File: src/shared/pmt8_pkg.sv
`default_nettype none
package pmt8_pkg;
  // ****************************************************************
  // register map (byte addresses, one aligned word each)
  // ****************************************************************
  localparam logic [11:0] PMT8_OFF_COUNT = 12'h000;
  localparam logic [11:0] PMT8_OFF_PERIOD = 12'h004;
  localparam logic [11:0] PMT8_OFF_CTRL = 12'h008;
  localparam logic [11:0] PMT8_OFF_FLAG = 12'h00c;
  localparam logic [11:0] PMT8_OFF_FLAG_CLR = 12'h010;
  localparam logic [11:0] PMT8_OFF_IRQ_EN = 12'h014;
  // ****************************************************************
  // control fields
  // ****************************************************************
  localparam int PMT8_CTRL_PRE_LSB = 0;
  localparam int PMT8_CTRL_RUN_BIT = 2;
  localparam int PMT8_CTRL_POST_LSB = 3;
  localparam logic [7:0] PMT8_CTRL_WMASK = 8'h7f;
  localparam int PMT8_FLAG_MATCH_BIT = 1;
  // ****************************************************************
  // reset values
  // ****************************************************************
  localparam logic [7:0] PMT8_COUNT_RST = 8'h00;
  localparam logic [7:0] PMT8_PERIOD_RST = 8'hff;
  localparam logic [7:0] PMT8_CTRL_RST = 8'h00;
  // ****************************************************************
  // timing: instruction clock is the system clock divided by four
  // ****************************************************************
  localparam int PMT8_CLK_MHZ = 10;
  localparam int PMT8_INSTR_DIV = 4;
  localparam logic [1:0] PMT8_PRE_DIV1 = 2'b00;
  localparam logic [1:0] PMT8_PRE_DIV4 = 2'b01;
endpackage
`default_nettype wire

File: src/pmt8_prescaler.sv
`timescale 1ns/1ps
`default_nettype none
// instruction clock divider plus selectable 1/4/16 tick prescaler
module pmt8_prescaler
  import pmt8_pkg::*;
(
  input wire logic clk_in,
  input wire logic rst_b_in,
  input wire logic clear_in,
  input wire logic run_in,
  input wire logic [1:0] sel_in,
  output logic tick_out
);
  logic [1:0] instr_q;
  logic [3:0] pre_q;
  logic instr_en;
  logic [3:0] pre_max;

  // prescale ratio: 00 gives 1, 01 gives 4, 1x gives 16
  always_comb
  begin
    if (sel_in == PMT8_PRE_DIV1)
      pre_max = 4'h0;
    else if (sel_in == PMT8_PRE_DIV4)
      pre_max = 4'h3;
    else
      pre_max = 4'hf;
  end

  assign instr_en = (instr_q == 2'(PMT8_INSTR_DIV - 1));

  // instruction-clock divider; free running so phase stays fixed
  always_ff @(posedge clk_in or negedge rst_b_in)
  begin
    if (!rst_b_in)
      instr_q <= 2'h0;
    else
      instr_q <= instr_q + 2'h1;
  end

  // prescale count, cleared by count or control writes
  always_ff @(posedge clk_in or negedge rst_b_in)
  begin
    if (!rst_b_in)
    begin
      pre_q <= 4'h0;
      tick_out <= 1'b0;
    end
    else if (clear_in)
    begin
      pre_q <= 4'h0;
      tick_out <= 1'b0;
    end
    else
    begin
      tick_out <= 1'b0;
      if (run_in && instr_en)
      begin
        if (pre_q >= pre_max)
        begin
          pre_q <= 4'h0;
          tick_out <= 1'b1;
        end
        else
          pre_q <= pre_q + 4'h1;
      end
    end
  end
endmodule
`default_nettype wire

File: src/pmt8_timer.sv
// Behaviour
// [RULE1] the count rises from zero each tick and wraps to zero on the tick after it equals the period.
// [RULE2] reset loads the period register with all ones.
// [RULE3] ticks are the clock over four, then over 1, 4 or 16 by the prescale select field.
// [RULE4] matches pass a postscaler dividing by the 4-bit select field plus one.
// [RULE5] postscaler output sets a sticky match flag at bit 1 until software clears it.
// [RULE6] count writes, control writes and reset clear prescaler and postscaler counts.
// [RULE7] a control write leaves the count value alone.
// [RULE8] the count is read/write and reset clears it to zero.
// [RULE9] the run bit at bit 2 lets the counter advance or stops it.
// [RULE10] control bit 7 is not implemented and reads zero.
// [RULE11] the raw match pulse is given to the serial port for its shift clock.
// [RULE12] the raw match and count serve as the pwm time base.
// [RULE13] the period register is readable and writable at any time.
// [RULE14] each tick compares against the period register as it stands then.
`timescale 1ns/1ps
`default_nettype none
module pmt8_timer
  import pmt8_pkg::*;
(
  input wire logic clk_in,
  input wire logic rst_b_in,
  input wire logic psel_in,
  input wire logic penable_in,
  input wire logic pwrite_in,
  input wire logic [11:0] paddr_in,
  input wire logic [31:0] pwdata_in,
  input wire logic [3:0] pstrb_in,
  output logic [31:0] prdata_out,
  output logic pready_out,
  output logic pslverr_out,
  output logic irq_out,
  output logic serial_match_out,
  output logic pwm_match_out,
  output logic [7:0] pwm_count_out
);
  // ****************************************************************
  // reset synchroniser
  // ****************************************************************
  logic rst_meta_q;
  logic rst_sync_q;

  // release through two flops; assertion stays asynchronous
  always_ff @(posedge clk_in or negedge rst_b_in)
  begin
    if (!rst_b_in)
    begin
      rst_meta_q <= 1'b0;
      rst_sync_q <= 1'b0;
    end
    else
    begin
      rst_meta_q <= 1'b1;
      rst_sync_q <= rst_meta_q;
    end
  end

  // ****************************************************************
  // register bus decode
  // ****************************************************************
  logic [7:0] count_q;
  logic [7:0] period_q;
  logic [7:0] ctrl_q;
  logic flag_q;
  logic irq_en_q;
  logic [3:0] post_q;
  logic tick;
  logic match;
  logic acc;
  logic wr;
  logic wr_count;
  logic wr_period;
  logic wr_ctrl;
  logic wr_clr;
  logic wr_en;
  logic post_fire;
  logic mapped;

  // address compare, shared by the write decode and the read mux
  function automatic logic hit(input logic [11:0] a, input logic [11:0] off);
    hit = (a == off);
  endfunction

  // writes act at the access edge; only byte lane 0 carries register bits
  assign acc = psel_in && penable_in;
  assign wr = acc && pwrite_in && pstrb_in[0];
  assign wr_count = wr && hit(paddr_in, PMT8_OFF_COUNT);
  assign wr_period = wr && hit(paddr_in, PMT8_OFF_PERIOD);
  assign wr_ctrl = wr && hit(paddr_in, PMT8_OFF_CTRL);
  assign wr_clr = wr && hit(paddr_in, PMT8_OFF_FLAG_CLR);
  assign wr_en = wr && hit(paddr_in, PMT8_OFF_IRQ_EN);
  // unmapped offsets answer with an error and change nothing
  assign mapped = hit(paddr_in, PMT8_OFF_COUNT) ||
    hit(paddr_in, PMT8_OFF_PERIOD) || hit(paddr_in, PMT8_OFF_CTRL) ||
    hit(paddr_in, PMT8_OFF_FLAG) || hit(paddr_in, PMT8_OFF_FLAG_CLR) ||
    hit(paddr_in, PMT8_OFF_IRQ_EN);

  // ****************************************************************
  // prescaler
  // ****************************************************************
  pmt8_prescaler u_pre (
    .clk_in(clk_in),
    .rst_b_in(rst_sync_q),
    .clear_in(wr_count || wr_ctrl), // RULE6
    .run_in(ctrl_q[PMT8_CTRL_RUN_BIT]), // RULE9
    .sel_in(ctrl_q[PMT8_CTRL_PRE_LSB +: 2]), // RULE3
    .tick_out(tick)
  );

  // live period compare, so a new period counts at once
  assign match = tick && (count_q == period_q); // RULE14

  // ****************************************************************
  // registers
  // ****************************************************************
  // count: software write wins over a tick in the same cycle
  always_ff @(posedge clk_in or negedge rst_sync_q)
  begin
    if (!rst_sync_q)
      count_q <= PMT8_COUNT_RST; // RULE8
    else if (wr_count)
      count_q <= pwdata_in[7:0]; // RULE8
    else if (match)
      count_q <= 8'h00; // RULE1
    else if (tick)
      count_q <= count_q + 8'h01; // RULE1
  end

  // period register, writable at any time
  always_ff @(posedge clk_in or negedge rst_sync_q)
  begin
    if (!rst_sync_q)
      period_q <= PMT8_PERIOD_RST; // RULE2
    else if (wr_period)
      period_q <= pwdata_in[7:0]; // RULE13
  end

  // control; bit 7 masked so it always reads zero
  always_ff @(posedge clk_in or negedge rst_sync_q)
  begin
    if (!rst_sync_q)
      ctrl_q <= PMT8_CTRL_RST;
    else if (wr_ctrl)
      ctrl_q <= pwdata_in[7:0] & PMT8_CTRL_WMASK; // RULE10 RULE7
  end

  // postscaler: fires on match number select+1
  always_ff @(posedge clk_in or negedge rst_sync_q)
  begin
    if (!rst_sync_q)
      post_q <= 4'h0;
    else if (wr_count || wr_ctrl)
      post_q <= 4'h0; // RULE6
    else if (match)
    begin
      if (post_q >= ctrl_q[PMT8_CTRL_POST_LSB +: 4])
        post_q <= 4'h0; // RULE4
      else
        post_q <= post_q + 4'h1;
    end
  end

  // compare with >= so a lowered select cannot strand the count
  assign post_fire = match &&
    (post_q >= ctrl_q[PMT8_CTRL_POST_LSB +: 4]); // RULE4

  // sticky flag: a set in the clearing cycle wins
  always_ff @(posedge clk_in or negedge rst_sync_q)
  begin
    if (!rst_sync_q)
      flag_q <= 1'b0;
    else if (post_fire)
      flag_q <= 1'b1; // RULE5
    else if (wr_clr && pwdata_in[PMT8_FLAG_MATCH_BIT])
      flag_q <= 1'b0;
  end

  // interrupt enable
  always_ff @(posedge clk_in or negedge rst_sync_q)
  begin
    if (!rst_sync_q)
      irq_en_q <= 1'b0;
    else if (wr_en)
      irq_en_q <= pwdata_in[PMT8_FLAG_MATCH_BIT];
  end

  // ****************************************************************
  // outputs
  // ****************************************************************
  // registered outputs; interrupt follows the flag one cycle later
  always_ff @(posedge clk_in or negedge rst_sync_q)
  begin
    if (!rst_sync_q)
    begin
      irq_out <= 1'b0;
      serial_match_out <= 1'b0;
      pwm_match_out <= 1'b0;
      pwm_count_out <= 8'h00;
    end
    else
    begin
      irq_out <= flag_q && irq_en_q;
      serial_match_out <= match; // RULE11
      pwm_match_out <= match; // RULE12
      pwm_count_out <= count_q; // RULE12
    end
  end

  // apb answer: ready in the first access cycle, so no wait state
  always_ff @(posedge clk_in or negedge rst_sync_q)
  begin
    if (!rst_sync_q)
    begin
      pready_out <= 1'b0;
      pslverr_out <= 1'b0;
      prdata_out <= 32'h0000_0000;
    end
    else
    begin
      pready_out <= 1'b0;
      pslverr_out <= 1'b0;
      if (psel_in && !penable_in)
      begin
        pready_out <= 1'b1;
        pslverr_out <= !mapped;
        prdata_out <= 32'h0000_0000;
        if (!pwrite_in)
        begin
          if (hit(paddr_in, PMT8_OFF_COUNT))
            prdata_out[7:0] <= count_q;
          else if (hit(paddr_in, PMT8_OFF_PERIOD))
            prdata_out[7:0] <= period_q;
          else if (hit(paddr_in, PMT8_OFF_CTRL))
            prdata_out[7:0] <= ctrl_q; // RULE10
          else if (hit(paddr_in, PMT8_OFF_FLAG))
            prdata_out[PMT8_FLAG_MATCH_BIT] <= flag_q;
          else if (hit(paddr_in, PMT8_OFF_IRQ_EN))
            prdata_out[PMT8_FLAG_MATCH_BIT] <= irq_en_q;
        end
      end
    end
  end

  // ****************************************************************
  // assertions
  // ****************************************************************
  AST_WRAP: assert property ( // RULE1
    @(posedge clk_in) disable iff (!rst_sync_q)
    (match && !wr_count) |=> count_q == 8'h00)
    else $error("count did not wrap after match");
  AST_INC: assert property ( // RULE1
    @(posedge clk_in) disable iff (!rst_sync_q)
    (tick && !match && !wr_count) |=> count_q == $past(count_q) + 8'h01)
    else $error("count did not advance");
  AST_PERIOD_RST: assert property ( // RULE2
    @(posedge clk_in) $rose(rst_sync_q) |-> period_q == 8'hff)
    else $error("period not all ones after reset");
  AST_TICK_SPACE: assert property ( // RULE3
    @(posedge clk_in) disable iff (!rst_sync_q)
    tick |=> !tick [*3])
    else $error("ticks closer than four clocks");
  AST_FLAG_SET: assert property ( // RULE5
    @(posedge clk_in) disable iff (!rst_sync_q)
    post_fire |=> flag_q)
    else $error("match flag not set");
  AST_POST_CLR: assert property ( // RULE6
    @(posedge clk_in) disable iff (!rst_sync_q)
    (wr_count || wr_ctrl) |=> post_q == 4'h0)
    else $error("postscaler not cleared by write");
  AST_CTRL_KEEP: assert property ( // RULE7
    @(posedge clk_in) disable iff (!rst_sync_q)
    (wr_ctrl && !tick) |=> count_q == $past(count_q))
    else $error("control write changed count");
  AST_STOP: assert property ( // RULE9
    @(posedge clk_in) disable iff (!rst_sync_q)
    (!ctrl_q[PMT8_CTRL_RUN_BIT] && !wr_count && !wr_ctrl) [*2]
    |=> count_q == $past(count_q))
    else $error("stopped counter moved");
  AST_BIT7: assert property ( // RULE10
    @(posedge clk_in) disable iff (!rst_sync_q)
    ctrl_q[7] == 1'b0)
    else $error("control bit 7 set");
  AST_SERIAL: assert property ( // RULE11 RULE12
    @(posedge clk_in) disable iff (!rst_sync_q)
    match |=> serial_match_out && pwm_match_out)
    else $error("raw match not forwarded");

  // ****************************************************************
  // register and output assertions
  // ****************************************************************
  AST_COUNT_WR: assert property ( // RULE8
    @(posedge clk_in) disable iff (!rst_sync_q)
    wr_count |=> count_q == $past(pwdata_in[7:0]))
    else $error("count write did not land");
  AST_PERIOD_WR: assert property ( // RULE13
    @(posedge clk_in) disable iff (!rst_sync_q)
    wr_period |=> period_q == $past(pwdata_in[7:0]))
    else $error("period write did not land");
  AST_CTRL_WR: assert property ( // RULE9
    @(posedge clk_in) disable iff (!rst_sync_q)
    wr_ctrl |=> ctrl_q[6:0] == $past(pwdata_in[6:0]))
    else $error("control write did not land");
  AST_PRE_CLR: assert property ( // RULE6
    @(posedge clk_in) disable iff (!rst_sync_q)
    (wr_count || wr_ctrl) |=> !tick)
    else $error("prescaler ticked right after a clearing write");
  AST_POST_HOLD: assert property ( // RULE4
    @(posedge clk_in) disable iff (!rst_sync_q)
    (!match && !wr_count && !wr_ctrl) |=> post_q == $past(post_q))
    else $error("postscaler moved without a match");
  AST_TICK_STOP: assert property ( // RULE9
    @(posedge clk_in) disable iff (!rst_sync_q)
    !ctrl_q[PMT8_CTRL_RUN_BIT] |=> !tick)
    else $error("tick while the timer is off");
  AST_IDLE: assert property ( // RULE1
    @(posedge clk_in) disable iff (!rst_sync_q)
    (!tick && !wr_count) |=> count_q == $past(count_q))
    else $error("count moved without a tick");
  AST_FLAG_HOLD: assert property ( // RULE5
    @(posedge clk_in) disable iff (!rst_sync_q)
    (flag_q && !wr_clr) |=> flag_q)
    else $error("match flag dropped without a clear");
  AST_FLAG_QUIET: assert property ( // RULE5
    @(posedge clk_in) disable iff (!rst_sync_q)
    (!flag_q && !post_fire) |=> !flag_q)
    else $error("match flag rose without a postscaler fire");
  AST_IRQ_SET: assert property ( // RULE5
    @(posedge clk_in) disable iff (!rst_sync_q)
    (flag_q && irq_en_q) |=> irq_out)
    else $error("interrupt missing for enabled flag");
  AST_IRQ_CLR: assert property ( // RULE5
    @(posedge clk_in) disable iff (!rst_sync_q)
    !(flag_q && irq_en_q) |=> !irq_out)
    else $error("interrupt without enabled flag");
  AST_MATCH_ONE: assert property ( // RULE11
    @(posedge clk_in) disable iff (!rst_sync_q)
    serial_match_out |=> !serial_match_out)
    else $error("raw match pulse longer than one cycle");
  AST_PWM_COUNT: assert property ( // RULE12
    @(posedge clk_in) disable iff (!rst_sync_q)
    1'b1 |=> pwm_count_out == $past(count_q))
    else $error("pwm count copy out of step");
endmodule
`default_nettype wire

File: config.mk
export PLATFORM = sky130hd
export DESIGN_NAME = pmt8_timer
export DESIGN_NICKNAME = d
export VERILOG_FILES = /design/src/shared/pmt8_pkg.sv /design/src/pmt8_prescaler.sv /design/src/pmt8_timer.sv
export SDC_FILE = /design/constraint.sdc
export NUM_CORES = 1
export LEC_CHECK = 0
export BUFFER_PORTS_ARGS = -buffer_cell sky130_fd_sc_hd__clkbuf_2
export CORE_MARGIN = 5
export CORE_UTILIZATION = 43
export CTS_CLUSTER_DIAMETER = 200
export DETAILED_ROUTE_END_ITERATION = 8
export PLACE_DENSITY = 0.69
export SYNTH_ARGS = -nofsm -noshare
export SYNTH_HDL_FRONTEND = slang
export SYNTH_SLANG_ARGS = --single-unit
File: constraint.sdc
create_clock -name clk_in -period 2.31 [get_ports clk_in]
set_input_delay 0.462 -clock clk_in [delete_from_list [all_inputs] [get_ports clk_in]]
set_output_delay 0.462 -clock clk_in [all_outputs]
set_load 0.02 [all_outputs]
==> flow_metrics.tcl <==
set metrics [dict create \
    status "complete, no violations" \
    fin_tns_setup_ns 0 \
    fp.dieArea_um2 9070 \
    n_antenna_cell 0 \
    cts_buffer_depth 2 \
    endpoint "u_pre.pre_q[1]" \
    ys.flop_type "dfrtp_1" \
    cp_max_fo 4 \
    syn_area_um2 3120 \
    fmax_mhz 524 \
    yosysSeqAreaShare 0.468 \
    syn_inst 304 \
    cts.sinks 58 \
    io_buffers 46 \
    finalCritPeriodShare 0.827 \
    worstSetupStartpointType "flop" \
    drv_cap 0 \
    hold_ws_ns 0.340 \
    p_total_uw 2320 \
    cts_buffers 9 \
    syn_area_per_cell_um2 10.3 \
    drt-pass1-iter-count 4 \
    grt_setup_unrepaired "no" \
    fin_nets 422 \
    period_minus_slack_ns 1.91 \
    worstMarginPinSlew_ns 0.767 \
    skew_ns 0.00947 \
    setup_viol 0 \
    start_util 0.435 \
    maxSlewViolCount 0 \
    synthDistinctLibCells 48 \
    cellPowerDensity_nw_per_um2 634 \
    cp-startpoint "ctrl_q[1]" \
    clk_latency_ns 0.34 \
    yosysTopAreaCell "dfrtp_1" \
    vias 2311 \
    synth_seq_cells 58 \
    cts_max_level 3 \
    hp-start "pwrite_in" \
    dp.cells 444 \
    grtUsageTotal 0.160 \
    worst_ep_required_time_ns 2.58 \
    drive_gt1_frac 0.285 \
    grt_pass1_wl_mm 10.8 \
    wl_per_cell_um 14.8 \
    final_cells 461 \
    p_leak_uw 0.00180 \
    grt_overflow 0 \
    clk_pin_slew_worst_paths_ns 0.06 \
    cp.arrival_ns 2.18 \
    core-area_um2 7180 \
    hold_violations 0 \
    yosysWarningCount 0 \
    r2r_end "u_pre.pre_q[1]" \
    synth_edf_count 0 \
    fp-row-count 31 \
    ios 98 \
    async_reset_ff_frac 1.00 \
    worstReg2RegStart "ctrl_q[1]" \
    grt_pass1_vias 2203 \
    reg2regPathDepth 8 \
    syn2layout_area_growth_pct 17.0 \
    hold_path.class "input port to flop" \
    vias_per_cell 5.01 \
    gp_congestion 0.810 \
    routed_wl_mm 6.82 \
    final_common_cell "dfrtp_1" \
    cts_resized 0 \
    cts_tree "yes" \
    cp-end-kind "flop" \
    yosysTopAreaCellShare 0.400 \
    drc 0 \
    slew_headroom 0.489 \
    hpwl_mm 5.19 \
    die_w_um 95.2 \
    postCtsSetupRepairBufs 0 \
    antenna_found_initial 0 \
    crit_type "flop to flop" \
    mostFrequentLayoutCells "dfrtp_1 (49), clkbuf_2 (46), nand2_1 (26)" \
    drt_iter0_drc 132 \
    netlist_top_cells_area "dfrtp_1 (40%), dfstp_2 (6.7%), buf_4 (6.0%)" \
    grt_max_degree 36 \
    dieHeight_um 95.2 \
    reg2reg_setup_slack_ns 0.40 \
    postRouteAntennaNets 0 \
    clock-root-buffer "clkbuf_8" \
    peakVddDrop_mv 0.253 \
]
==> power breakdown <==
group	switching (uW)	internal [uW]	total [uW]
logic	87.4	33.4	121
clock network	392	771	1160
registers	12.9	1020	1030
==> routing by layer <==
layer  vias up  part of all wire  track usage
li1       1115                 -            -
met1      1112              0.44        0.201
met2        73              0.48        0.261
met3        11             0.068       0.0363
met4         0             0.016       0.0721
met5         -                 0            0
==> cell families after synthesis <==
logic type / synth area share
fa+ha+maj: 0.0481
other cells: 0.00240
compound gates: 0.100
simple gates: 0.183
mux: 0.0705
buf+inv: 0.0973
flops: 0.468
xor+xnor: 0.0308
==> state kept, by name, summed over array words and instances, names as in the netlist <==
register,count
count_q,8
ctrl_q,7
flag_q,1
irq_en_q,1
irq_out,1
period_q,8
post_q,4
prdata_out,8
pready_out,1
pslverr_out,1
pwm_count_out,8
pwm_match_out,1
rst_meta_q,1
rst_sync_q,1
u_pre.instr_q,2
u_pre.pre_q,4
u_pre.tick_out,1
==> critical path: stages (launching register included) <==
cell	delay, ns
dfrtp_1	0.40
inv_1	0.12
nand2_1	0.08
ha_1	0.27
nand2b_1	0.14
a21o_1	0.18
a211oi_1	0.27
o21ai_0	0.24
nor2_1	0.15
==> cell usage after synthesis, types with 4 or more instances <==
library cell and number:
mux2i_1 4, nand2b_1 4, a211o_1 4, dfrtp_1 50, nand3b_1 6, nand4_1 4, nand3_1 13, o21ai_0 16
ha_1 12, clkbuf_1 6, nand2_1 26, xnor2_1 9, o22ai_1 4, inv_1 16, or3_1 6, buf_2 4
nor2_1 11, a21oi_1 12, dfstp_2 8, buf_4 25, nor3_1 6, mux2_2 16
==> worst min-delay path by stage <==
stage | to | slack [ns] | cells after the start
2_1_floorplan | rst_meta_q | 0.17 | 0
3_3_place_gp | rst_meta_q | 0.25 | 1
3_5_place_dp | rst_meta_q | 0.25 | 1
4_1_cts | prdata_out[1] | 0.33 | 2
5_1_grt | prdata_out[1] | 0.34 | 2
6_report | prdata_out[1] | 0.34 | 2
==> cell type report <==
class / instances / area, um^2
tap: 99 / 124
clock buffer: 11 / 151
multi-input combinational: 215 / 1450
sequential: 58 / 1460
timing repair buffer: 56 / 308
fill: 654 / 3520
clock inverter: 5 / 100
inverter: 17 / 63.8
==> stage by stage <==
stage	setup WS [ns]	utilization	instance area, um^2
finish	0.400	0.509	3650
global route	0.170	0.509	3650
CTS	0.379	0.509	3650
detailed placement	0.245	0.473	3390
global placement	0.271	0.473	3390
floorplan	0.417	-	3210
==> timing repair <==
action	CTS	global route
hold buffers	1	0
endpoints found under the hold margin	2	0
setup endpoints to repair	0	0
(Power assumes the default switching activity.)
